**config.mk**
```make
export PLATFORM = sky130hd
export DESIGN_NAME = ulbc_top
export DESIGN_NICKNAME = d
export VERILOG_FILES = /design/src/hdl/ulbc_pkg.sv /design/src/hdl/ulbc_tx.sv /design/src/hdl/ulbc_rx.sv /design/src/hdl/ulbc_top.sv
export SDC_FILE = /design/constraint.sdc
export NUM_CORES = 1
export LEC_CHECK = 0
export BUFFER_PORTS_ARGS = -buffer_cell sky130_fd_sc_hd__buf_2
export CORE_ASPECT_RATIO = 1.1
export CORE_MARGIN = 5
export CORE_UTILIZATION = 58
export DETAILED_ROUTE_END_ITERATION = 7
export PLACE_DENSITY = 0.88
export SLEW_MARGIN = 20
export SYNTH_ARGS = -nofsm -noshare
export SYNTH_HDL_FRONTEND = slang
export SYNTH_HIERARCHICAL = 1
export SYNTH_SLANG_ARGS = --single-unit
```
**constraint.sdc**
```tcl
create_clock -name i_core_clk -period 2.7 [get_ports i_core_clk]
set_clock_uncertainty 0.15 [all_clocks]
set_input_delay 0.54 -clock i_core_clk [delete_from_list [all_inputs] [get_ports i_core_clk]]
set_output_delay 0.54 -clock i_core_clk [all_outputs]
set_load 0.1 [all_outputs]
```
**src/hdl/ulbc_pkg.sv**
```systemverilog
// Constants and carrier types for the UART line and break control block
`default_nettype none
package ulbc_pkg;
  localparam int unsigned AW = 24;
  // Register indices; byte address is four times the index
  localparam logic [21:0] IDX_LINE = 22'h3f00b0;
  localparam logic [21:0] IDX_CTL = 22'h3f00b1;
  localparam logic [21:0] IDX_STAT = 22'h3f00b2;
  localparam logic [21:0] IDX_TXH = 22'h3f00b3;
  localparam logic [21:0] IDX_RXH = 22'h3f00b4;
  localparam logic [21:0] IDX_IST = 22'h3f00b5;
  localparam logic [21:0] IDX_MASK = 22'h3f00b6;
  localparam logic [21:0] IDX_DIV = 22'h3f00b7;
  // Reset values
  localparam logic [7:0] LINE_RST = 8'h00;
  localparam logic [7:0] CTL_RST = 8'h00;
  localparam logic [7:0] MASK_RST = 8'h00;
  localparam logic [15:0] DIV_RST = 16'h0000;
  // Field positions
  localparam int unsigned CTL_BRK = 6;
  localparam int unsigned CTL_LOOP = 7;
  localparam int unsigned ST_TXE = 7;
  localparam int unsigned ST_TBE = 6;
  localparam int unsigned ST_RDY = 5;
  localparam int unsigned ST_FRM = 2;
  localparam int unsigned ST_PAR = 1;
  localparam int unsigned ST_OVR = 0;
  localparam int unsigned IRQ_TXE = 0;
  localparam int unsigned IRQ_RDY = 1;
  localparam int unsigned IRQ_PAR = 2;
  localparam int unsigned IRQ_FRM = 3;
  localparam int unsigned IRQ_OVR = 4;
  localparam int unsigned IRQ_W = 5;
  localparam int unsigned PAR_EN = 2;
  // Parity modes; any code with the top bit clear sends no parity
  localparam logic [2:0] PAR_ODD = 3'h4;
  localparam logic [2:0] PAR_EVEN = 3'h5;
  localparam logic [2:0] PAR_ONE = 3'h6;
  localparam logic [2:0] PAR_ZERO = 3'h7;
  // Oversampling: sixteen ticks per bit
  localparam logic [3:0] OVS_LAST = 4'hf;
  localparam logic [3:0] OVS_MID = 4'h7;
  localparam logic [2:0] FSZ_BASE = 3'h4;
  localparam logic [1:0] FSZ_MAX = 2'h3;
  localparam logic [1:0] RESP_OKAY = 2'h0;
  localparam logic [1:0] RESP_SLVERR = 2'h2;

  typedef struct packed {
    logic [2:0] par;
    logic stop2;
    logic [1:0] fsz;
  } ulbc_cfg_t;

  function automatic logic par_bit(input logic [2:0] mode, input logic acc);
    case (mode)
      PAR_ODD: par_bit = ~acc;
      PAR_EVEN: par_bit = acc;
      PAR_ONE: par_bit = 1'b1;
      default: par_bit = 1'b0;
    endcase
  endfunction : par_bit
endpackage : ulbc_pkg
`default_nettype wire

```
**src/hdl/ulbc_tx.sv**
```systemverilog
// Transmit shifter: start, data, optional parity, one or two stop bits
`default_nettype none
module ulbc_tx (
  // Clock and reset
  input wire logic i_core_clk,
  input wire logic i_rst_n,
  // Frame request
  input wire logic i_tick,
  input wire logic i_start,
  input wire logic [7:0] i_data,
  input wire ulbc_pkg::ulbc_cfg_t i_cfg,
  // Line side
  output logic o_line,
  output logic o_busy
);
  typedef enum logic [4:0] {
    TX_IDLE = 5'b00001,
    TX_START = 5'b00010,
    TX_DATA = 5'b00100,
    TX_PAR = 5'b01000,
    TX_STOP = 5'b10000
  } ulbc_tx_st_t;
  typedef struct packed {
    ulbc_tx_st_t st;
    logic [3:0] sub;
    logic [2:0] bits;
    logic [7:0] shf;
    logic acc;
    logic second;
  } ulbc_tx_t;
  ulbc_tx_t s_reg, s_next;
  logic last;

  always_comb
  begin
    s_next = s_reg;
    last = i_tick && (s_reg.sub == ulbc_pkg::OVS_LAST);
    o_line = 1'b1;
    if (i_tick)
      s_next.sub = s_reg.sub + 4'h1;
    case (s_reg.st)
      TX_IDLE:
      begin
        s_next.sub = 4'h0;
        if (i_start)
        begin
          s_next = '{st: TX_START, shf: i_data, default: '0};
        end
      end
      TX_START:
      begin
        o_line = 1'b0;
        if (last)
          s_next.st = TX_DATA;
      end
      TX_DATA:
      begin
        o_line = s_reg.shf[0];
        if (last)
        begin
          s_next.acc = s_reg.acc ^ s_reg.shf[0];
          s_next.shf = {1'b0, s_reg.shf[7:1]};
          s_next.bits = s_reg.bits + 3'h1;
          if (s_reg.bits == ulbc_pkg::FSZ_BASE + {1'b0, i_cfg.fsz})
            s_next.st = i_cfg.par[ulbc_pkg::PAR_EN] ? TX_PAR : TX_STOP;
        end
      end
      TX_PAR:
      begin
        o_line = ulbc_pkg::par_bit(i_cfg.par, s_reg.acc);
        if (last)
          s_next.st = TX_STOP;
      end
      TX_STOP:
      begin
        if (last)
        begin
          if (i_cfg.stop2 && !s_reg.second)
            s_next.second = 1'b1;
          else
            s_next.st = TX_IDLE;
        end
      end
      default: s_next.st = TX_IDLE;
    endcase
    o_busy = (s_reg.st != TX_IDLE);
  end

  always_ff @(posedge i_core_clk)
  begin
    if (!i_rst_n)
      s_reg <= '{st: TX_IDLE, default: '0};
    else
      s_reg <= s_next;
  end
endmodule : ulbc_tx
`default_nettype wire

```
**src/hdl/ulbc_rx.sv**
```systemverilog
// Receive shifter: 16x sampled, parity check and stop check
`default_nettype none
module ulbc_rx (
  // Clock and reset
  input wire logic i_core_clk,
  input wire logic i_rst_n,
  // Line side
  input wire logic i_tick,
  input wire logic i_rxd,
  input wire ulbc_pkg::ulbc_cfg_t i_cfg,
  // Received frame
  output logic o_valid,
  output logic [7:0] o_data,
  output logic o_perr,
  output logic o_ferr
);
  typedef enum logic [4:0] {
    RX_IDLE = 5'b00001,
    RX_START = 5'b00010,
    RX_DATA = 5'b00100,
    RX_PAR = 5'b01000,
    RX_STOP = 5'b10000
  } ulbc_rx_st_t;
  typedef struct packed {
    ulbc_rx_st_t st;
    logic [3:0] sub;
    logic [2:0] bits;
    logic [7:0] shf;
    logic acc;
    logic valid;
    logic [7:0] data;
    logic perr;
    logic ferr;
  } ulbc_rx_t;
  ulbc_rx_t s_reg, s_next;
  logic last;

  always_comb
  begin
    s_next = s_reg;
    s_next.valid = 1'b0;
    last = i_tick && (s_reg.sub == ulbc_pkg::OVS_LAST);
    if (i_tick)
      s_next.sub = s_reg.sub + 4'h1;
    case (s_reg.st)
      RX_IDLE:
      begin
        s_next.sub = 4'h0;
        if (!i_rxd)
          s_next.st = RX_START;
      end
      RX_START:
      begin
        if (i_tick && (s_reg.sub == ulbc_pkg::OVS_MID))
        begin
          s_next.sub = 4'h0;
          s_next.bits = 3'h0;
          s_next.acc = 1'b0;
          s_next.perr = 1'b0;
          s_next.st = i_rxd ? RX_IDLE : RX_DATA;
        end
      end
      RX_DATA:
      begin
        if (last)
        begin
          s_next.shf = {i_rxd, s_reg.shf[7:1]};
          s_next.acc = s_reg.acc ^ i_rxd;
          s_next.bits = s_reg.bits + 3'h1;
          if (s_reg.bits == ulbc_pkg::FSZ_BASE + {1'b0, i_cfg.fsz})
            s_next.st = i_cfg.par[ulbc_pkg::PAR_EN] ? RX_PAR : RX_STOP;
        end
      end
      RX_PAR:
      begin
        if (last)
        begin
          s_next.perr = (i_rxd != ulbc_pkg::par_bit(i_cfg.par, s_reg.acc));
          s_next.st = RX_STOP;
        end
      end
      RX_STOP:
      begin
        if (last)
        begin
          s_next.ferr = !i_rxd;
          s_next.valid = 1'b1;
          s_next.data = s_reg.shf >> (ulbc_pkg::FSZ_MAX - i_cfg.fsz);
          s_next.st = RX_IDLE;
        end
      end
      default: s_next.st = RX_IDLE;
    endcase
    o_valid = s_reg.valid;
    o_data = s_reg.data;
    o_perr = s_reg.perr;
    o_ferr = s_reg.ferr;
  end

  always_ff @(posedge i_core_clk)
  begin
    if (!i_rst_n)
      s_reg <= '{st: RX_IDLE, default: '0};
    else
      s_reg <= s_next;
  end
endmodule : ulbc_rx
`default_nettype wire

```
**src/hdl/ulbc_top.sv**
```systemverilog
// UART line format, loopback and break control with AXI4-Lite registers
// Overview of operation
// - Line control bit 2 clear sends one stop bit, set sends two.
// - Line control bits 1:0 choose 5, 6, 7 or 8 data bits.
// - Line control bits 5:3 choose parity generation and checking, five options.
// - Control bit 7: transmit pin held high, transmitter looped into receiver.
// - Control bit 6 drives the transmit pin continuously low as a break, unless control bit 7 is also set.
// - During break the frame still shifts internally, so empty flag times it.
// - Transmitter empty flag set when holding register and shifter are empty.
//
// Our own choice: the AXI4-Lite slave port.
`default_nettype none
module ulbc_top (
  // Clock and reset
  input wire logic i_core_clk,
  input wire logic i_rst_n,
  // AXI4-Lite write address and data
  input wire logic i_awvalid,
  output logic o_awready,
  input wire logic [ulbc_pkg::AW-1:0] i_awaddr,
  input wire logic i_wvalid,
  output logic o_wready,
  input wire logic [31:0] i_wdata,
  input wire logic [3:0] i_wstrb,
  // AXI4-Lite write response
  output logic o_bvalid,
  input wire logic i_bready,
  output logic [1:0] o_bresp,
  // AXI4-Lite read
  input wire logic i_arvalid,
  output logic o_arready,
  input wire logic [ulbc_pkg::AW-1:0] i_araddr,
  output logic o_rvalid,
  input wire logic i_rready,
  output logic [31:0] o_rdata,
  output logic [1:0] o_rresp,
  // Serial line
  input wire logic i_rxd,
  output logic o_txd,
  // Interrupt
  output logic o_irq
);
  typedef struct packed {
    logic [1:0] sync;
    logic [7:0] line;
    logic [7:0] ctl;
    logic [7:0] txh;
    logic [7:0] rxh;
    logic [7:0] mask;
    logic [ulbc_pkg::IRQ_W-1:0] ist;
    logic [15:0] div;
    logic [15:0] baud;
    logic tick;
    logic txh_full;
    logic start;
    logic txe_d;
    logic rx_rdy;
    logic perr;
    logic ferr;
    logic ovr;
    logic txo;
    logic aw_ok;
    logic w_ok;
    logic [21:0] widx;
    logic [31:0] wdata;
    logic [3:0] wstrb;
    logic bvalid;
    logic [1:0] bresp;
    logic rvalid;
    logic [31:0] rdata;
    logic [1:0] rresp;
  } ulbc_top_t;
  ulbc_top_t s_reg, s_next;

  ulbc_pkg::ulbc_cfg_t cfg;
  logic tx_line, tx_busy, rx_in, rx_valid, rx_perr, rx_ferr, txe, wr_go, rd_go;
  logic [7:0] rx_data, stat;
  logic [21:0] ridx;
  logic [ulbc_pkg::IRQ_W-1:0] ev, w1c;

  assign cfg = ulbc_pkg::ulbc_cfg_t'(s_reg.line[5:0]);

  // ==========================================================================
  // Shifters
  ulbc_tx u_tx (
    .i_core_clk(i_core_clk),
    .i_rst_n(i_rst_n),
    .i_tick(s_reg.tick),
    .i_start(s_reg.start),
    .i_data(s_reg.txh),
    .i_cfg(cfg),
    .o_line(tx_line),
    .o_busy(tx_busy)
  );

  ulbc_rx u_rx (
    .i_core_clk(i_core_clk),
    .i_rst_n(i_rst_n),
    .i_tick(s_reg.tick),
    .i_rxd(rx_in),
    .i_cfg(cfg),
    .o_valid(rx_valid),
    .o_data(rx_data),
    .o_perr(rx_perr),
    .o_ferr(rx_ferr)
  );

  // ==========================================================================
  // Next state
  always_comb
  begin
    s_next = s_reg;
    rx_in = s_reg.ctl[ulbc_pkg::CTL_LOOP] ? tx_line : s_reg.sync[1];
    // empty flag follows the shifter, break or not
    txe = !s_reg.txh_full && !tx_busy && !s_reg.start;
    stat = 8'h00;
    stat[ulbc_pkg::ST_TXE] = txe;
    stat[ulbc_pkg::ST_TBE] = !s_reg.txh_full;
    stat[ulbc_pkg::ST_RDY] = s_reg.rx_rdy;
    stat[ulbc_pkg::ST_FRM] = s_reg.ferr;
    stat[ulbc_pkg::ST_PAR] = s_reg.perr;
    stat[ulbc_pkg::ST_OVR] = s_reg.ovr;
    s_next.sync = {s_reg.sync[0], i_rxd};

    // Baud tick at sixteen times the bit rate
    s_next.tick = (s_reg.baud >= s_reg.div);
    s_next.baud = s_next.tick ? 16'h0000 : s_reg.baud + 16'h0001;

    // Holding register to shifter
    s_next.start = 1'b0;
    if (s_reg.txh_full && !tx_busy && !s_reg.start)
    begin
      s_next.start = 1'b1;
      s_next.txh_full = 1'b0;
    end

    // pin drive; loopback wins over break
    if (s_reg.ctl[ulbc_pkg::CTL_LOOP])
      s_next.txo = 1'b1;
    else if (s_reg.ctl[ulbc_pkg::CTL_BRK])
      s_next.txo = 1'b0;
    else
      s_next.txo = tx_line;

    // Bus handshakes
    o_awready = !s_reg.aw_ok && !s_reg.bvalid;
    o_wready = !s_reg.w_ok && !s_reg.bvalid;
    o_arready = !s_reg.rvalid;
    if (i_awvalid && o_awready)
    begin
      s_next.aw_ok = 1'b1;
      s_next.widx = i_awaddr[ulbc_pkg::AW-1:2];
    end
    if (i_wvalid && o_wready)
    begin
      s_next.w_ok = 1'b1;
      s_next.wdata = i_wdata;
      s_next.wstrb = i_wstrb;
    end
    if (s_reg.bvalid && i_bready)
      s_next.bvalid = 1'b0;

    // Register writes
    wr_go = s_reg.aw_ok && s_reg.w_ok && !s_reg.bvalid;
    w1c = '0;
    if (wr_go)
    begin
      s_next.aw_ok = 1'b0;
      s_next.w_ok = 1'b0;
      s_next.bvalid = 1'b1;
      s_next.bresp = ulbc_pkg::RESP_OKAY;
      case (s_reg.widx)
        ulbc_pkg::IDX_LINE: if (s_reg.wstrb[0]) s_next.line = s_reg.wdata[7:0];
        ulbc_pkg::IDX_CTL: if (s_reg.wstrb[0]) s_next.ctl = s_reg.wdata[7:0];
        ulbc_pkg::IDX_TXH:
        begin
          if (s_reg.wstrb[0])
          begin
            s_next.txh = s_reg.wdata[7:0];
            s_next.txh_full = 1'b1;
          end
        end
        ulbc_pkg::IDX_IST: if (s_reg.wstrb[0]) w1c = s_reg.wdata[ulbc_pkg::IRQ_W-1:0];
        ulbc_pkg::IDX_MASK: if (s_reg.wstrb[0]) s_next.mask = s_reg.wdata[7:0];
        ulbc_pkg::IDX_DIV:
        begin
          if (s_reg.wstrb[0]) s_next.div[7:0] = s_reg.wdata[7:0];
          if (s_reg.wstrb[1]) s_next.div[15:8] = s_reg.wdata[15:8];
        end
        ulbc_pkg::IDX_STAT, ulbc_pkg::IDX_RXH: ;
        default: s_next.bresp = ulbc_pkg::RESP_SLVERR;
      endcase
    end

    // Register reads; reading received data frees it
    ridx = i_araddr[ulbc_pkg::AW-1:2];
    rd_go = i_arvalid && o_arready;
    if (s_reg.rvalid && i_rready)
      s_next.rvalid = 1'b0;
    if (rd_go)
    begin
      s_next.rvalid = 1'b1;
      s_next.rresp = ulbc_pkg::RESP_OKAY;
      s_next.rdata = 32'h0000_0000;
      case (ridx)
        ulbc_pkg::IDX_LINE: s_next.rdata[7:0] = s_reg.line;
        ulbc_pkg::IDX_CTL: s_next.rdata[7:0] = s_reg.ctl;
        ulbc_pkg::IDX_STAT: s_next.rdata[7:0] = stat;
        ulbc_pkg::IDX_TXH: s_next.rdata[7:0] = s_reg.txh;
        ulbc_pkg::IDX_RXH:
        begin
          s_next.rdata[7:0] = s_reg.rxh;
          s_next.rx_rdy = 1'b0;
        end
        ulbc_pkg::IDX_IST: s_next.rdata[ulbc_pkg::IRQ_W-1:0] = s_reg.ist;
        ulbc_pkg::IDX_MASK: s_next.rdata[7:0] = s_reg.mask;
        ulbc_pkg::IDX_DIV: s_next.rdata[15:0] = s_reg.div;
        default: s_next.rresp = ulbc_pkg::RESP_SLVERR;
      endcase
    end

    // Received frame; arrival wins over a read that frees the register
    if (rx_valid)
    begin
      s_next.ovr = s_reg.rx_rdy && !(rd_go && ridx == ulbc_pkg::IDX_RXH);
      s_next.rxh = rx_data;
      s_next.rx_rdy = 1'b1;
      s_next.perr = rx_perr;
      s_next.ferr = rx_ferr;
    end

    // Sticky events, set wins over clear
    s_next.txe_d = txe;
    ev = '0;
    ev[ulbc_pkg::IRQ_TXE] = txe && !s_reg.txe_d;
    ev[ulbc_pkg::IRQ_RDY] = rx_valid;
    ev[ulbc_pkg::IRQ_PAR] = rx_valid && rx_perr;
    ev[ulbc_pkg::IRQ_FRM] = rx_valid && rx_ferr;
    ev[ulbc_pkg::IRQ_OVR] = rx_valid && s_next.ovr;
    s_next.ist = (s_reg.ist & ~w1c) | ev;

    o_bvalid = s_reg.bvalid;
    o_bresp = s_reg.bresp;
    o_rvalid = s_reg.rvalid;
    o_rdata = s_reg.rdata;
    o_rresp = s_reg.rresp;
    o_txd = s_reg.txo;
    o_irq = |(s_reg.ist & s_reg.mask[ulbc_pkg::IRQ_W-1:0]);
  end

  // ==========================================================================
  // State register
  always_ff @(posedge i_core_clk)
  begin
    if (!i_rst_n)
      s_reg <= '{line: ulbc_pkg::LINE_RST, ctl: ulbc_pkg::CTL_RST,
                 mask: ulbc_pkg::MASK_RST, div: ulbc_pkg::DIV_RST,
                 sync: 2'h3, txo: 1'b1, txe_d: 1'b1, default: '0};
    else
      s_reg <= s_next;
  end
endmodule : ulbc_top
`default_nettype wire

```
==> impl_metrics.env <==
export IMPL_run_status="complete, no violations"
export IMPL_rows=49
export IMPL_layout_setup_ws_ps=118
export IMPL_synth_largest_type_area_fraction_pct=41.8
export IMPL_route_final_wire_length_mm=22.2
export IMPL_die_y_um=146
export IMPL_timing_final_hold_violations=0
export IMPL_cellInternalPower_uw=5270
export IMPL_cap_viol_max_count=0
export IMPL_drcViolationCount=0
export IMPL_antenna_found_initial=0
export IMPL_worstSkewPairLatency_ps=510
export IMPL_htree_num_levels=1
export IMPL_floorplan_initialDensity_pct=59.3
export IMPL_cts_tree="yes"
export IMPL_synthDistinctLibCells=90
export IMPL_first_global_vias=7368
export IMPL_tritoncts_num_sinks=204
export IMPL_route_vias_total=7835
export IMPL_share_seq_of_total_power_pct=45.5
export IMPL_synth_common_cells="dfxtp_1 (204), nand2_1 (156), nor2_1 (119)"
export IMPL_worst_hold_path_type="in -> reg"
export IMPL_globalRouteOverflowTotal=0
export IMPL_routabilityCongestion=0.896
export IMPL_multi_input_comb_area_sq_um=5020
export IMPL_grt_start_max_net_pins=80
export IMPL_critPathRequiredTime_ps=2890
export IMPL_cts_post_setup_buffers_inserted=0
export IMPL_worst_setup_path_start_kind="register"
export IMPL_postLayoutCellArea_sq_um=10800
export IMPL_dr_pass1_iters=6
export IMPL_synth_area_leaders="dfxtp_1 (42%), mux2i_1 (9.0%), nand2_1 (6.0%), nor2_1 (4.6%), buf_4 (3.7%)"
export IMPL_final_max_slew_viol_count=0
export IMPL_number_of_register_bits_inferred_by_synthesis=204
export IMPL_path_clk_slew_ps=60
export IMPL_cts_buffers=21
export IMPL_fmax_mhz=387
export IMPL_synth_area_sq_um=9780
export IMPL_syn_inst=1083
export IMPL_ios=135
export IMPL_n_antenna_cell=0
export IMPL_viasPerCell=5.81
export IMPL_core_sq_um=16500
export IMPL_numPortBuffers=94
export IMPL_switching_power_uw=1660
export IMPL_hold_buffers=0
export IMPL_cts_resized_gates=0
export IMPL_path_class="reg -> reg"
export IMPL_fin_crit_ps=2580
export IMPL_count_of_flip_flops_with_a_built_in_enable_after_synthesis=0
export IMPL_regArea_sq_um=4080
export IMPL_most_frequent_cell_after_synthesis="dfxtp_1"
export IMPL_clk_path_buf_depth=3
export IMPL_place_inst=1312
export IMPL_root_buffer="clkbuf_16"
export IMPL_number_of_flip_flops_in_the_largest_register=122
export IMPL_finalSetupViolCount=0
export IMPL_final_min_period_over_clock_period_pct=95.6
export IMPL_seq_area_frac_synth_pct=41.8
export IMPL_global_route_wire_length_before_repair_mm=36.2
export IMPL_drt_wirelength_per_cell_um=16.4
export IMPL_slew_headroom_pct=31.2
export IMPL_dp_final_hpwl_mm=15.5
export IMPL_synth_flop_cell="dfxtp_1"
export IMPL_setup_repair_after_global_routing_missed_its_margin="no"
export IMPL_first_iter_violations=606
export IMPL_fin_nets=1244
export IMPL_area_growth_syn_to_layout_pct=10.7
export IMPL_synth_area_leader_cell="dfxtp_1"
export IMPL_tightest_slew_ps=1030
export IMPL_post_route_non_filler_standard_cell_count=1349
export IMPL_total_track_usage_pct=22.0
export IMPL_ant_nets=0
export IMPL_dpl_instance_area_sq_um=10100
export IMPL_synth_yosys_warnings=6
export IMPL_combPwrFrac_pct=8.5
export IMPL_detailedPlace_worstSlack_ps=132
export IMPL_area_enclosed_by_the_die_boundary_sq_um=19600
export IMPL_clkPwrFrac_pct=45.9
export IMPL_irDropWorstVdd_mv=0.612
export IMPL_async_flop_share_pct=0
export IMPL_fillCellCount=1248
export IMPL_leakagePower_uw=0.00441
export IMPL_drive_above_1_share_pct=16.8
export IMPL_die_w_um=134
export IMPL_power_per_cell_area_nw_per_um2=640
export IMPL_data_arrival_time_of_the_worst_path_ps=2770
export IMPL_cp_end_kind="register"
export IMPL_report_power_total_uw=6930
export IMPL_postSynthAreaPerCell_sq_um=9.03
export IMPL_p_sw_share_pct=23.9
export IMPL_finalSetupTns_ps=0
export IMPL_critPathMaxFanout=9
==> final timing paths <==
kind,to,depth (start not counted),from,slack (ps)
setup / recovery,s_reg[162],5,o_bvalid,120
hold / removal,o_rvalid,2,i_rready,70
setup reg to reg,s_reg[162],5,o_bvalid,120
hold reg to reg,s_reg[185],1,s_next[185],250
==> layout by cell type (no fill, tap or decap), types with 4 or more instances in the layout <==
cell       count
a211oi_1       7
a21boi_0       7
a21oi_1       69
a22o_1        10
a22oi_1        4
a311oi_1       8
and2_1         4
and3_1         8
and4_1         5
buf_2         94
buf_4         17
bufinv_16      5
clkbuf_16     21
clkbuf_8       4
conb_1        18
dfxtp_1      204
ha_1          21
inv_1         28
mux2_2         6
mux2i_1       88
mux4_2         8
nand2_1      156
nand2b_1       9
nand3_1       16
nand4_1       12
nand4b_1       4
nor2_1       117
nor2b_1       28
nor3_1         7
o211ai_1       5
o21ai_0       28
o22ai_1        4
xnor2_1       13
xor2_1        18
==> through the flow <==
| step | utilization (%) | hold slack [ps] |
|---|---|---|
| finish | 65.7 | 69.0 |
| global route | 65.7 | 57.0 |
| CTS | 65.7 | 48.2 |
| detailed placement | 61.0 | 242 |
| global placement | 61.0 | 240 |
| floorplan | - | 236 |
==> kinds of logic after synthesis <==
group / after synthesis / share of synthesized area, %
DFF: 204 / 41.8
buffers and inverters: 132 / 7.68
adders and majority gates: 21 / 2.69
AOI/OAI and AO/OA: 175 / 11.8
muxes: 102 / 11.5
and+or+nand+nor: 417 / 21.7
other: 1 / 0.0384
xor gates and xnor gates: 31 / 2.78
==> layout make-up <==
cell class	instances	share of cell area, %
Clock inverter	9	1.61
Inverter	29	1.01
Multi-Input combinational cell	764	46.3
Timing Repair Buffer	111	5.52
Clock buffer	28	5.47
Sequential cell	204	37.7
Tap cell	204	2.36
==> power by group through the flow <==
stage	logic (uW)	registers [uW]	clock network [uW]
floorplan	510	3190	0
global placement	577	3220	0
detailed placement	586	3220	0
CTS	590	3150	3240
global route	638	3160	3370
finish	590	3160	3180
==> metal layers <==
metal | part of all wire [%] | vias up | track usage [%]
met5 | 0 | - | 0
met4 | 2.8 | 0 | 7.41
met3 | 6.2 | 65 | 3.23
met2 | 50 | 253 | 38.5
met1 | 41 | 3725 | 27.6
li1 | - | 3792 | -
==> worst max-delay path: stages (launching register included) <==
cell and delay [ps]:
dfxtp_1 380, and3b_1 330, nand4_2 290, or4_1 880, mux2i_1 310, nor2_1 80
Note: power is estimated with default switching activity, not from simulation.
